**src/shared/sac_pkg.sv**
```systemverilog
// Shared constants, types and helper functions of the converter control block
package sac_pkg;
	localparam int SAR_W = 12;
	localparam int RES_W = 16;
	localparam int ID_W = 5;
	localparam int NFLAG = 10;
	localparam int ENTRY_W = RES_W + ID_W + 1;
	localparam int FIFO_DEPTH = 4;
	// Register byte offsets
	localparam logic [7:0] OFS_CTRL = 8'h00;
	localparam logic [7:0] OFS_SGL_CTRL = 8'h04;
	localparam logic [7:0] OFS_SCN_CTRL = 8'h08;
	localparam logic [7:0] OFS_SCN_MASK = 8'h0C;
	localparam logic [7:0] OFS_CMD = 8'h10;
	localparam logic [7:0] OFS_STATUS = 8'h14;
	localparam logic [7:0] OFS_FLAGS = 8'h18;
	localparam logic [7:0] OFS_CMPTHR = 8'h1C;
	localparam logic [7:0] OFS_SGL_DATA = 8'h20;
	localparam logic [7:0] OFS_SCN_DATA = 8'h24;
	localparam logic [7:0] OFS_SCN_DATAX = 8'h28;
	// Reset values
	localparam logic [31:0] CTRL_RST = 32'h0000_0000;
	localparam logic [31:0] MCTL_RST = 32'h0000_0000;
	localparam logic [31:0] MASK_RST = 32'h0000_0001;
	localparam logic [31:0] THR_RST = 32'hFFFF_0000;
	// Main control fields
	localparam int C_EN = 0;
	localparam int C_ENG = 1;
	localparam int C_POL = 2;
	localparam int C_WARM = 3;
	localparam int C_PRESCALE_FIELD = 5;
	localparam int C_TB = 12;
	localparam int C_OSR = 20;
	// Per-mode control fields
	localparam int M_REP = 0;
	localparam int M_DIFF = 1;
	localparam int M_OVS = 2;
	localparam int M_CMP = 3;
	localparam int M_RES = 4;
	localparam int M_LEFT = 6;
	localparam int M_OVWR = 7;
	localparam int M_ACQ = 8;
	localparam int M_DVL = 16;
	localparam int M_NEG = 18;
	localparam int M_POS = 23;
	// Command bits
	localparam int K_SGL_GO = 0;
	localparam int K_SCN_GO = 1;
	localparam int K_SGL_STOP = 2;
	localparam int K_SCN_STOP = 3;
	// Flag bits
	localparam int F_SGL_DV = 0;
	localparam int F_SCN_DV = 1;
	localparam int F_SGL_OVF = 2;
	localparam int F_SCN_OVF = 3;
	localparam int F_SGL_UNF = 4;
	localparam int F_SCN_UNF = 5;
	localparam int F_SGL_CMP = 6;
	localparam int F_SCN_CMP = 7;
	localparam int F_OVERV = 8;
	localparam int F_PROGERR = 9;
	// Warm-up periods of the warmup_a
	localparam logic [2:0] WARM_LONG = 3'h5;
	localparam logic [2:0] WARM_SHORT = 3'h1;
	localparam logic [11:0] SAR_MSB = 12'h800;

	typedef enum logic [2:0] {
		ST_IDLE = 3'b000,
		ST_WARM = 3'b001,
		ST_ACQ = 3'b010,
		ST_APPROX = 3'b011,
		ST_STORE = 3'b100
	} sac_state_t;

	typedef enum logic [1:0] {
		WARM_NORMAL = 2'b00,
		WARM_STANDBY = 2'b01,
		WARM_SLOWACC = 2'b10,
		WARM_KEEP = 2'b11
	} sac_warm_t;

	// Resolution select to bit count
	function automatic logic [3:0] res_bits(input logic [1:0] sel);
		case (sel)
			2'b01: return 4'h8;
			2'b10: return 4'h6;
			default: return 4'hC;
		endcase
	endfunction

	// Lowest mask bit at or above from: {found, index}
	function automatic logic [5:0] next_chan(input logic [31:0] mask, input logic [5:0] from);
		logic [5:0] r;
		r = 6'h00;
		for (int i = 31; i >= 0; i--) begin
			if (mask[i] && (6'(i) >= from)) begin
				r = {1'b1, 5'(i)};
			end
		end
		return r;
	endfunction
endpackage

```
**src/core/sac_sync.sv**
```systemverilog
// Two-flop level synchroniser
`timescale 1ns/1ps
module sac_sync import sac_pkg::*; #(
	parameter int W = 1
) (
	input wire logic clk,
	input wire logic rst,
	input wire logic [W-1:0] d,
	output logic [W-1:0] q
);
	typedef struct packed {
		logic [W-1:0] s1;
		logic [W-1:0] s2;
	} sac_sync_st_t;
	sac_sync_st_t r_q, r_d;

	// First stage feeds only the second
	always_comb begin
		r_d.s1 = d;
		r_d.s2 = r_q.s1;
	end

	always_ff @(posedge clk) begin
		if (rst) begin
			r_q <= '0;
		end else begin
			r_q <= r_d;
		end
	end

	assign q = r_q.s2;
endmodule

```
**src/core/sac_fifo.sv**
```systemverilog
// Result buffer with overwrite-or-discard on full
`timescale 1ns/1ps
module sac_fifo import sac_pkg::*; #(
	parameter int W = ENTRY_W,
	parameter int DEPTH = FIFO_DEPTH
) (
	input wire logic clk,
	input wire logic rst,
	input wire logic push,
	input wire logic [W-1:0] din,
	input wire logic ovwr,
	input wire logic pop,
	output logic [W-1:0] head,
	output logic [$clog2(DEPTH):0] cnt,
	output logic ovf,
	output logic unf
);
	localparam int AW = $clog2(DEPTH);
	typedef struct packed {
		logic [DEPTH-1:0][W-1:0] mem;
		logic [AW-1:0] rd;
		logic [AW-1:0] wr;
		logic [AW:0] cnt;
		logic ovf;
		logic unf;
	} sac_fifo_st_t;
	sac_fifo_st_t r_q, r_d;
	logic full, do_pop, wr_en, drop;

	// Pointers wrap naturally, so DEPTH must be a power of two
	always_comb begin
		r_d = r_q;
		full = (r_q.cnt == (AW+1)'(DEPTH));
		do_pop = pop && (r_q.cnt != '0);
		wr_en = push && (!full || do_pop || ovwr);
		drop = push && full && !do_pop && ovwr;
		r_d.ovf = push && full && !do_pop;
		r_d.unf = pop && (r_q.cnt == '0);
		if (wr_en) begin
			r_d.mem[r_q.wr] = din;
			r_d.wr = r_q.wr + 1'b1;
		end
		if (do_pop || drop) begin
			r_d.rd = r_q.rd + 1'b1;
		end
		r_d.cnt = r_q.cnt + {{AW{1'b0}}, wr_en && !drop} - {{AW{1'b0}}, do_pop};
	end

	always_ff @(posedge clk) begin
		if (rst) begin
			r_q <= '0;
		end else begin
			r_q <= r_d;
		end
	end

	assign head = r_q.mem[r_q.rd];
	assign cnt = r_q.cnt;
	assign ovf = r_q.ovf;
	assign unf = r_q.unf;
endmodule

```
**src/core/sac_top.sv**
```systemverilog
// Converter control: register slave, engine sequencer, prescaler, warm-up and result buffers
// Operation
// - All logic runs on the bus clock; the source clock is only sampled.
// - Registers, buffers, flags and the store step every bus clock; the rest of the sequencer, prescaler and warm-up on engine ticks.
// - Synchronous select makes the engine clock equal the bus clock.
// - Asynchronous select makes the engine tick on each sampled rising edge of the external source clock.
// - Prescaler divides engine clock by 1 to 128 for the conversion clock.
// - Conversion clock also times the acquisition phase.
// - Warm-up is counted in engine clock cycles, not conversion clock cycles.
// - On-demand policy with normal warm mode requests the clock only per conversion.
// - All other policy settings hold the clock request until reprogrammed or synchronous.
// - Resolution 6, 8 or 12 bits; 12-bit conversion takes 13 clocks.
// - Shared oversampling ratio 2 to 4096, per-mode enable, 16-bit results.
// - Each mode has a four-entry buffer that overwrites or discards on full.
// - Unread count reaching the watermark raises a flag and a DMA request.
// - Scan of up to 32 masked inputs, one-shot or repeating, tagged by channel.
// - A single conversion may run between two scan conversions.
// - Single-ended results straight binary, differential two's complement and sign-extended; left or right aligned.
// - Each mode flags window compare trips, buffer overflow and underflow.
// - Port conflict or illegal negative select flags a programming error; over-voltage flags.
// - Approximation takes one conversion clock per bit plus one.
// - When both compete, a pending single takes the slot right after each scan conversion.
// - The first conversion after enabling warms up for five warmup_a periods.
`timescale 1ns/1ps
module sac_top import sac_pkg::*; (
	input wire logic CLK_SYS,
	input wire logic RESET,
	input wire logic PSEL,
	input wire logic PENABLE,
	input wire logic PWRITE,
	input wire logic [7:0] PADDR,
	input wire logic [31:0] PWDATA,
	output logic [31:0] PRDATA,
	output logic PREADY,
	output logic PSLVERR,
	input wire logic ASYNC_CLK_IN,
	input wire logic TRIG_SINGLE,
	input wire logic TRIG_SCAN,
	input wire logic ANA_CMP,
	input wire logic PORT_CONFLICT,
	input wire logic OVERVOLT,
	output logic ASYNC_CLK_REQ,
	output logic ANA_POWER,
	output logic ANA_SAMPLE,
	output logic ANA_DIFF,
	output logic [4:0] ANA_POS_SEL,
	output logic [4:0] ANA_NEG_SEL,
	output logic [11:0] SAR_TRIAL,
	output logic DMA_REQ_SINGLE,
	output logic DMA_REQ_SCAN
);
	typedef struct packed {
		logic [31:0] ctrl;
		logic [31:0] sctl;
		logic [31:0] cctl;
		logic [31:0] mask;
		logic [31:0] thr;
		logic [NFLAG-1:0] flags;
		logic [31:0] prdata;
		logic pslverr;
		logic aclk_prev;
		logic [6:0] prescale_field;
		logic [7:0] tb;
		logic [2:0] wper;
		logic warm_done;
		sac_state_t st;
		logic [7:0] acq;
		logic [3:0] bitc;
		logic [11:0] pos;
		logic [11:0] trial;
		logic cur_scan;
		logic [4:0] cur_chan;
		logic sgl_pend;
		logic scn_act;
		logic [4:0] scn_idx;
		logic last_scan;
		logic [23:0] acc;
		logic [11:0] ocnt;
		logic req;
		logic conf_prev;
		logic ov_prev;
		logic samp;
		logic power;
	} sac_top_st_t;
	sac_top_st_t r_q, r_d;

	logic aclk_s, eng_tick, sar_tick, en, wr_acc, rd_acc;
	logic sgl_pop, scn_pop, sgl_push, scn_push, sgl_trig, scn_trig, ovs_last, trip;
	logic [31:0] mc, jmc;
	logic [3:0] nbits;
	logic [4:0] osrsh, sh;
	logic [5:0] nx;
	logic [2:0] wtarget;
	logic [11:0] tc;
	logic [15:0] res16;
	logic [27:0] full_w;
	logic [ENTRY_W-1:0] entry, sgl_head, scn_head;
	logic [2:0] sgl_cnt, scn_cnt;
	logic sgl_ovf, sgl_unf, scn_ovf, scn_unf, sgl_dv, scn_dv;
	logic [NFLAG-1:0] fset, fclr;
	sac_warm_t wmode;

	// Widen a buffer entry to the 32-bit read word
	function automatic logic [31:0] ext(input logic [ENTRY_W-1:0] e, input logic with_id);
		if (with_id) begin
			return {11'h000, e[RES_W +: ID_W], e[RES_W-1:0]};
		end
		return e[ENTRY_W-1] ? {{16{e[RES_W-1]}}, e[RES_W-1:0]} : {16'h0000, e[RES_W-1:0]};
	endfunction

	// Source clock is sampled, never used as a clock: one clock tree, no domain-crossing hazards
	sac_sync #(.W(1)) u_aclk_sync (
		.clk(CLK_SYS),
		.rst(RESET),
		.d(ASYNC_CLK_IN),
		.q(aclk_s)
	);

	sac_fifo #(.W(ENTRY_W), .DEPTH(FIFO_DEPTH)) u_sgl_fifo (
		.clk(CLK_SYS),
		.rst(RESET),
		.push(sgl_push),
		.din(entry),
		.ovwr(r_q.sctl[M_OVWR]),
		.pop(sgl_pop),
		.head(sgl_head),
		.cnt(sgl_cnt),
		.ovf(sgl_ovf),
		.unf(sgl_unf)
	);

	sac_fifo #(.W(ENTRY_W), .DEPTH(FIFO_DEPTH)) u_scn_fifo (
		.clk(CLK_SYS),
		.rst(RESET),
		.push(scn_push),
		.din(entry),
		.ovwr(r_q.cctl[M_OVWR]),
		.pop(scn_pop),
		.head(scn_head),
		.cnt(scn_cnt),
		.ovf(scn_ovf),
		.unf(scn_unf)
	);

	always_comb begin
		r_d = r_q;
		en = r_q.ctrl[C_EN];
		wmode = sac_warm_t'(r_q.ctrl[C_WARM +: 2]);
		// Engine ticks: every bus clock, or each sampled rising edge of the source clock
		eng_tick = r_q.ctrl[C_ENG] ? (aclk_s && !r_q.aclk_prev) : 1'b1;
		r_d.aclk_prev = aclk_s;
		sar_tick = eng_tick && (r_q.prescale_field == r_q.ctrl[C_PRESCALE_FIELD +: 7]);
		if (eng_tick) begin
			r_d.prescale_field = sar_tick ? 7'h00 : r_q.prescale_field + 7'h01;
		end
		mc = r_q.cur_scan ? r_q.cctl : r_q.sctl;
		nbits = res_bits(mc[M_RES +: 2]);
		osrsh = 5'(r_q.ctrl[C_OSR +: 4]) + 5'h01;
		ovs_last = !mc[M_OVS] || ((13'(r_q.ocnt) + 13'h0001) == (13'h0001 << osrsh));
		tc = mc[M_DIFF] ? {~r_q.trial[11], r_q.trial[10:0]} : r_q.trial;
		// Result shaping: oversampled to 16 bits, else left or right aligned
		full_w = {r_q.acc, 4'h0};
		sh = mc[M_OVS] ? osrsh : (mc[M_LEFT] ? 5'h00 : 5'(4'(SAR_W) - nbits) + 5'h04);
		res16 = mc[M_DIFF] ? 16'($signed(full_w) >>> sh) : 16'(full_w >> sh);
		entry = {mc[M_DIFF], r_q.cur_chan, res16};
		trip = (r_q.thr[15:0] <= r_q.thr[31:16]) ?
			(res16 >= r_q.thr[15:0] && res16 <= r_q.thr[31:16]) :
			(res16 >= r_q.thr[15:0] || res16 <= r_q.thr[31:16]);
		wtarget = (wmode == WARM_NORMAL || !r_q.warm_done) ? WARM_LONG :
			((wmode == WARM_KEEP) ? 3'h0 : WARM_SHORT);
		nx = next_chan(r_q.mask, {1'b0, r_q.scn_idx});
		jmc = r_q.sctl;
		sgl_push = 1'b0;
		scn_push = 1'b0;
		fset = '0;

		// Register access: zero wait, read data captured in the setup cycle
		wr_acc = PSEL && PENABLE && PWRITE && !r_q.pslverr;
		rd_acc = PSEL && PENABLE && !PWRITE && !r_q.pslverr;
		sgl_pop = rd_acc && (PADDR == OFS_SGL_DATA);
		scn_pop = rd_acc && (PADDR == OFS_SCN_DATA || PADDR == OFS_SCN_DATAX);
		if (PSEL && !PENABLE) begin
			r_d.pslverr = 1'b0;
			case (PADDR)
				OFS_CTRL: r_d.prdata = r_q.ctrl;
				OFS_SGL_CTRL: r_d.prdata = r_q.sctl;
				OFS_SCN_CTRL: r_d.prdata = r_q.cctl;
				OFS_SCN_MASK: r_d.prdata = r_q.mask;
				OFS_CMD: r_d.prdata = 32'h0000_0000;
				OFS_STATUS: r_d.prdata = {17'h00000, scn_cnt, sgl_cnt, r_q.st, r_q.req, r_q.warm_done,
					r_q.scn_act, r_q.sgl_pend, scn_dv, sgl_dv};
				OFS_FLAGS: r_d.prdata = {{(32-NFLAG){1'b0}}, r_q.flags};
				OFS_CMPTHR: r_d.prdata = r_q.thr;
				OFS_SGL_DATA: r_d.prdata = ext(sgl_head, 1'b0);
				OFS_SCN_DATA: r_d.prdata = ext(scn_head, 1'b0);
				OFS_SCN_DATAX: r_d.prdata = ext(scn_head, 1'b1);
				default: begin
					r_d.prdata = 32'h0000_0000;
					r_d.pslverr = 1'b1;
				end
			endcase
		end
		fclr = (wr_acc && PADDR == OFS_FLAGS) ? PWDATA[NFLAG-1:0] : '0;
		if (wr_acc) begin
			case (PADDR)
				OFS_CTRL: r_d.ctrl = PWDATA;
				OFS_SGL_CTRL: r_d.sctl = PWDATA;
				OFS_SCN_CTRL: r_d.cctl = PWDATA;
				OFS_SCN_MASK: r_d.mask = PWDATA;
				OFS_CMPTHR: r_d.thr = PWDATA;
				default: r_d.ctrl = r_q.ctrl;
			endcase
		end

		// Triggers from software or the reflex network
		sgl_trig = TRIG_SINGLE || (wr_acc && PADDR == OFS_CMD && PWDATA[K_SGL_GO]);
		scn_trig = TRIG_SCAN || (wr_acc && PADDR == OFS_CMD && PWDATA[K_SCN_GO]);
		if (en && sgl_trig) begin
			r_d.sgl_pend = 1'b1;
		end
		if (en && scn_trig && !r_q.scn_act) begin
			r_d.scn_act = 1'b1;
			r_d.scn_idx = 5'h00;
		end
		if (wr_acc && PADDR == OFS_CMD && PWDATA[K_SGL_STOP]) begin
			r_d.sgl_pend = 1'b0;
		end
		if (wr_acc && PADDR == OFS_CMD && PWDATA[K_SCN_STOP]) begin
			r_d.scn_act = 1'b0;
		end

		// Engine sequencer
		case (r_q.st)
			ST_IDLE: begin
				if (en && eng_tick) begin
					// A pending single slips in right after a scan sample; otherwise scan goes first
					if (r_q.sgl_pend && (r_q.last_scan || !r_q.scn_act)) begin
						r_d.cur_scan = 1'b0;
						r_d.cur_chan = r_q.sctl[M_POS +: 5];
						r_d.st = ST_WARM;
					end else if (r_q.scn_act && nx[5]) begin
						jmc = r_q.cctl;
						r_d.cur_scan = 1'b1;
						r_d.cur_chan = nx[4:0];
						r_d.st = ST_WARM;
					end else if (r_q.scn_act) begin
						r_d.scn_act = 1'b0;
					end
					r_d.last_scan = 1'b0;
					r_d.ocnt = 12'h000;
					r_d.acc = 24'h000000;
					if (r_d.st == ST_WARM) begin
						if (jmc[M_DIFF] && jmc[M_NEG +: 5] == r_d.cur_chan) begin
							fset[F_PROGERR] = 1'b1;
						end
						if (wtarget == 3'h0) begin
							r_d.st = ST_ACQ;
							r_d.prescale_field = 7'h00;
						end
						r_d.tb = 8'h00;
						r_d.wper = 3'h0;
					end
				end
			end
			ST_WARM: begin
				// Counted on engine ticks, independent of the prescaler
				if (eng_tick) begin
					if (r_q.tb == r_q.ctrl[C_TB +: 8]) begin
						r_d.tb = 8'h00;
						r_d.wper = r_q.wper + 3'h1;
						if (r_q.wper + 3'h1 == wtarget) begin
							r_d.warm_done = 1'b1;
							r_d.st = ST_ACQ;
							// Restart the prescaler so acquisition spans whole conversion clocks
							r_d.prescale_field = 7'h00;
							r_d.acq = 8'h00;
						end
					end else begin
						r_d.tb = r_q.tb + 8'h01;
					end
				end
			end
			ST_ACQ: begin
				if (sar_tick) begin
					if (r_q.acq == mc[M_ACQ +: 8]) begin
						r_d.acq = 8'h00;
						r_d.st = ST_APPROX;
						r_d.trial = SAR_MSB;
						r_d.pos = SAR_MSB;
						r_d.bitc = nbits;
					end else begin
						r_d.acq = r_q.acq + 8'h01;
					end
				end
			end
			ST_APPROX: begin
				// One conversion clock per bit, then one closing cycle
				if (sar_tick) begin
					if (r_q.bitc != 4'h0) begin
						r_d.trial = (ANA_CMP ? r_q.trial : (r_q.trial & ~r_q.pos)) |
							((r_q.bitc != 4'h1) ? (r_q.pos >> 1) : 12'h000);
						r_d.pos = r_q.pos >> 1;
						r_d.bitc = r_q.bitc - 4'h1;
					end else begin
						r_d.acc = r_q.acc + (mc[M_DIFF] ? {{12{tc[11]}}, tc} : {12'h000, tc});
						r_d.ocnt = r_q.ocnt + 12'h001;
						r_d.st = ovs_last ? ST_STORE : ST_ACQ;
					end
				end
			end
			ST_STORE: begin
				r_d.st = ST_IDLE;
				r_d.last_scan = r_q.cur_scan;
				if (r_q.cur_scan) begin
					scn_push = 1'b1;
					fset[F_SCN_CMP] = mc[M_CMP] && trip;
					nx = next_chan(r_q.mask, {1'b0, r_q.cur_chan} + 6'h01);
					if (nx[5]) begin
						r_d.scn_idx = nx[4:0];
					end else begin
						r_d.scn_idx = 5'h00;
						r_d.scn_act = r_q.cctl[M_REP] && r_d.scn_act;
					end
				end else begin
					sgl_push = 1'b1;
					fset[F_SGL_CMP] = mc[M_CMP] && trip;
					r_d.sgl_pend = r_d.sgl_pend && (r_q.sctl[M_REP] || sgl_trig);
				end
			end
			default: r_d.st = ST_IDLE;
		endcase

		// Disabling aborts everything and forces a fresh warm-up
		if (!en) begin
			r_d.st = ST_IDLE;
			r_d.sgl_pend = 1'b0;
			r_d.scn_act = 1'b0;
			r_d.warm_done = 1'b0;
		end

		// Watermark levels drive DMA and set sticky flags
		sgl_dv = sgl_cnt >= ({1'b0, r_q.sctl[M_DVL +: 2]} + 3'h1);
		scn_dv = scn_cnt >= ({1'b0, r_q.cctl[M_DVL +: 2]} + 3'h1);
		fset[F_SGL_DV] = sgl_dv;
		fset[F_SCN_DV] = scn_dv;
		fset[F_SGL_OVF] = sgl_ovf;
		fset[F_SCN_OVF] = scn_ovf;
		fset[F_SGL_UNF] = sgl_unf;
		fset[F_SCN_UNF] = scn_unf;
		fset[F_OVERV] = OVERVOLT && !r_q.ov_prev;
		fset[F_PROGERR] = fset[F_PROGERR] || (PORT_CONFLICT && !r_q.conf_prev);
		r_d.ov_prev = OVERVOLT;
		r_d.conf_prev = PORT_CONFLICT;
		// Set wins over a simultaneous write-one clear
		r_d.flags = (r_q.flags & ~fclr) | fset;

		// Clock request: per conversion only for on-demand with normal warm mode
		if (en && r_q.ctrl[C_ENG]) begin
			r_d.req = (r_q.ctrl[C_POL] && wmode == WARM_NORMAL) ?
				(r_d.sgl_pend || r_d.scn_act || r_d.st != ST_IDLE) : 1'b1;
		end else begin
			r_d.req = 1'b0;
		end
		r_d.samp = (r_d.st == ST_ACQ);
		r_d.power = en && (r_d.st != ST_IDLE || wmode == WARM_KEEP);
	end

	always_ff @(posedge CLK_SYS) begin
		if (RESET) begin
			r_q <= '0;
			r_q.ctrl <= CTRL_RST;
			r_q.sctl <= MCTL_RST;
			r_q.cctl <= MCTL_RST;
			r_q.mask <= MASK_RST;
			r_q.thr <= THR_RST;
			r_q.st <= ST_IDLE;
		end else begin
			r_q <= r_d;
		end
	end

	// Zero-wait slave; error only on unmapped offsets
	assign PREADY = 1'b1;
	assign PRDATA = r_q.prdata;
	assign PSLVERR = r_q.pslverr && PSEL && PENABLE;
	assign ASYNC_CLK_REQ = r_q.req;
	assign ANA_POWER = r_q.power;
	assign ANA_SAMPLE = r_q.samp;
	assign ANA_DIFF = mc[M_DIFF];
	assign ANA_POS_SEL = r_q.cur_chan;
	assign ANA_NEG_SEL = mc[M_NEG +: 5];
	assign SAR_TRIAL = r_q.trial;
	assign DMA_REQ_SINGLE = sgl_dv;
	assign DMA_REQ_SCAN = scn_dv;
endmodule

```
**config.mk**
```make
export PLATFORM = sky130hd
export DESIGN_NAME = sac_top
export DESIGN_NICKNAME = d
export VERILOG_FILES = /design/src/shared/sac_pkg.sv /design/src/core/sac_sync.sv /design/src/core/sac_fifo.sv /design/src/core/sac_top.sv
export SDC_FILE = /design/constraint.sdc
export NUM_CORES = 1
export LEC_CHECK = 0
export BUFFER_PORTS_ARGS = -buffer_cell sky130_fd_sc_hd__buf_2
export CORE_AREA = 2 2 346 348
export DETAILED_ROUTE_END_ITERATION = 8
export DIE_AREA = 0 0 348 350
export GPL_TIMING_DRIVEN = 0
export PLACE_DENSITY = 0.42
export SYNTH_ARGS = -nofsm -noshare
export SYNTH_HDL_FRONTEND = slang
export SYNTH_HIERARCHICAL = 1
export SYNTH_SLANG_ARGS = --single-unit
export TNS_END_PERCENT = 20
```
**constraint.sdc**
```tcl
create_clock -name CLK_SYS -period 14.35 [get_ports CLK_SYS]
set_input_delay 2.87 -clock CLK_SYS [delete_from_list [all_inputs] [get_ports CLK_SYS]]
set_output_delay 2.87 -clock CLK_SYS [all_outputs]
set_load 0.02 [all_outputs]
```
==> flow_summary_export.csv <==
group,metric,value,unit
status,status,"complete, no violations",
setup_path,cp.arrival,7700,ps
logic_synthesis,yosys_warnings,6,
sta,clock.fmax,141.0,MHz
grt,grt-ovfl-total,0,
logic_synthesis,syn_avg_cell_area,8.029,um^2
placement,place_hpwl,96400,um
placement,port_buffers,111,
grt,grt_antenna_before_repair,13,
sta,finalSetupViolCount,0,
layout,nFillCells,12683,
cts,holdBufCountCts,0,
cts,cts_setup_buffers,0,
cts,path_clk_slew,60,ps
setup_path,cpPeakStageDelay,770,ps
cts,h-tree-depth,2,
sta,fin_skew,51.02,ps
floorplanning,die_area,121800,um^2
floorplanning,core,117800,um^2
cts,cts_resized,0,
layout,drive_above_1_share,0.1101,
layout,final_area,33100,um^2
sta,finalMaxSlewViolations,0,
floorplanning,io_pins,113,
route,wl_per_cell,23.50,um
power_and_ir_drop,peakVddDrop,96.54,uV
logic_synthesis,syn_area,28570,um^2
floorplanning,rows,126,
cts,clk_latency,690,ps
floorplanning,initial_core_util,0.2426,
flow_run,max_cap_viol_count,0,
sta,setup_tns,0,ps
sta,period_minus_slack,7092,ps
route,antenna_left,0,
cts,clockRootBuffer,"clkbuf_16",
layout,nets,3902,
hold_path,hold_class,"register to register",
grt,grt_pass1_wl,180800,um
cts,cts_buffers,61,
grt,grt_pass1_vias,25692,
route,vias,27291,
layout,area_growth,15.86,%
grt,grt.total_usage,0.2002,
sta,rsz0062_at_grt,"no",
setup_path,required,14960,ps
route,wirelength,125100,um
setup_path,crit_chain,"clkbuf_1, buf_2, buf_1, mux2i_1, inv_1, ha_1, a22oi_1, clkbuf_1, mux2i_1, nand2_1, nand2_1, a221oi_1, a21oi_1, ha_1, nand3_1, o221ai_1, a21o_1, a21o_1, a21o_1, a21oi_1, o31ai_1, a32oi_1, o21bai_1, o21ai_0",
route,drc_errors,0,
route,drt-vias-per-instance,5.124,
cts,cts_num_sinks,493,
floorplanning,die_h,350,um
grt,grt_max_degree,18,
logic_synthesis,syn-num-nets,3722,
setup_path,cp-end-kind,"register",
sta,max_slew.worst_pin.slew,1337,ps
setup_path,critPathKind,"register to register",
cts,cts_tree,"yes",
logic_synthesis,synthCells,3558,
power_and_ir_drop,powerDensity,90.47,nW/um^2
sta,period_share,0.4942,
floorplanning,die_w,348,um
placement,placed_cell_area,31110,um^2
placement,gp_congestion,0.9418,
sta,finalHoldViolations,0,
route,dr.pass1.iters,6,
sta,max_slew_margin,0.09917,
power_and_ir_drop,p_leak,12.88,nW
setup_path,cp_max_fo,10,
route,drt_iter0_drc,2824,
setup_path,crit_top_cell,"a21o_1",
setup_path,crit_slowest_cell,"a21oi_1",
cts,cts_buffer_depth,3,
setup_path,worstSetupStartpointType,"register",
-- report_power, final --
group	switching [mW]	internal (mW)	leakage, nW
Combinational	0.0678	0.0143	7.95
Clock	0.667	0.874	0.960
Sequential	0.00123	1.37	3.97
Total	0.736	2.26	12.9
-- worst max-delay path: cells and delay by family (launching register included) --
family	cells	cell delay, ps
AND/OR/NAND/NOR	3	320
AO/OA/AOI/OAI	12	2970
buffers and inverters	5	1880
flip-flops	1	310
adder cells (fa/ha/maj)	2	670
multiplexers	2	840
-- final cells by class --
type	instances	area (um^2)	share of cell area
Clock inverter	15	136.4	0.004120
Buffer	296	1499	0.04529
Tap cell	1536	1922	0.05806
Timing Repair Buffer	117	611.8	0.01848
Inverter	111	416.7	0.01259
Multi-Input combinational cell	2658	16800	0.5076
Sequential cell	493	9869	0.2982
Antenna cell	2	5.005	0.0001512
Clock buffer	98	1837	0.05549
-- routing by layer --
| metal | vias up | global-route usage | wire length [um] |
|---|---|---|---|
| met2 | 848 | 0.3158 | 55570 |
| met5 | - | 0 | 90 |
| li1 | 12905 | - | - |
| met3 | 196 | 0.02870 | 7340 |
| met1 | 13328 | 0.2767 | 57520 |
| met4 | 14 | 0.07262 | 4621 |
-- per-stage QoR --
| step | power [mW] | hold slack (ps) | cells | setup slack, ps | utilization |
|---|---|---|---|---|---|
| finish | 2.994 | 441.5 | 5326 | 7258 | 0.2811 |
| global route | 3.081 | 455.6 | 5325 | 6888 | 0.2810 |
| CTS | 3.026 | 436.2 | 5324 | 7170 | 0.2810 |
| detailed placement | 1.483 | 430.0 | 5211 | 7191 | 0.2642 |
| global placement | 1.483 | 420.8 | 5205 | 6509 | 0.2636 |
| floorplan | 1.431 | 413.0 | 3558 | 8357 | - |
-- final timing paths --
path	startpoint	to	slack [ps]	cells past startpoint
worst max-delay path	r_q[54]	r_q[154]	7260	24
worst min-delay path	u_aclk_sync/r_d[0]	u_aclk_sync/q	440	1
worst max register to register	r_q[54]	r_q[154]	7260	24
worst min register to register	u_aclk_sync/r_d[0]	u_aclk_sync/q	440	1
-- sequential cells by signal, summed over array words and instances, names as in the netlist, 3 cells and up --
signal and cells:
u_sgl_fifo/cnt 3, r_q 240, PRDATA 32, full_w 24, u_scn_fifo/r_q 92, SAR_TRIAL 12, u_scn_fifo/cnt 3, u_sgl_fifo/r_q 72
ANA_POS_SEL 5
-- placed cells by master (no fill, tap or decap), types with 46 or more instances in the layout --
master,count
nand2_1,738
dfxtp_1,493
a21oi_1,375
nor2_1,244
mux2i_1,207
clkbuf_1,195
buf_2,132
ha_1,110
inv_1,109
o21ai_0,103
buf_4,82
a22oi_1,74
clkbuf_16,62
nand3_1,60
xnor2_1,49
a31oi_1,46
Note: power is estimated with default switching activity, not from simulation.
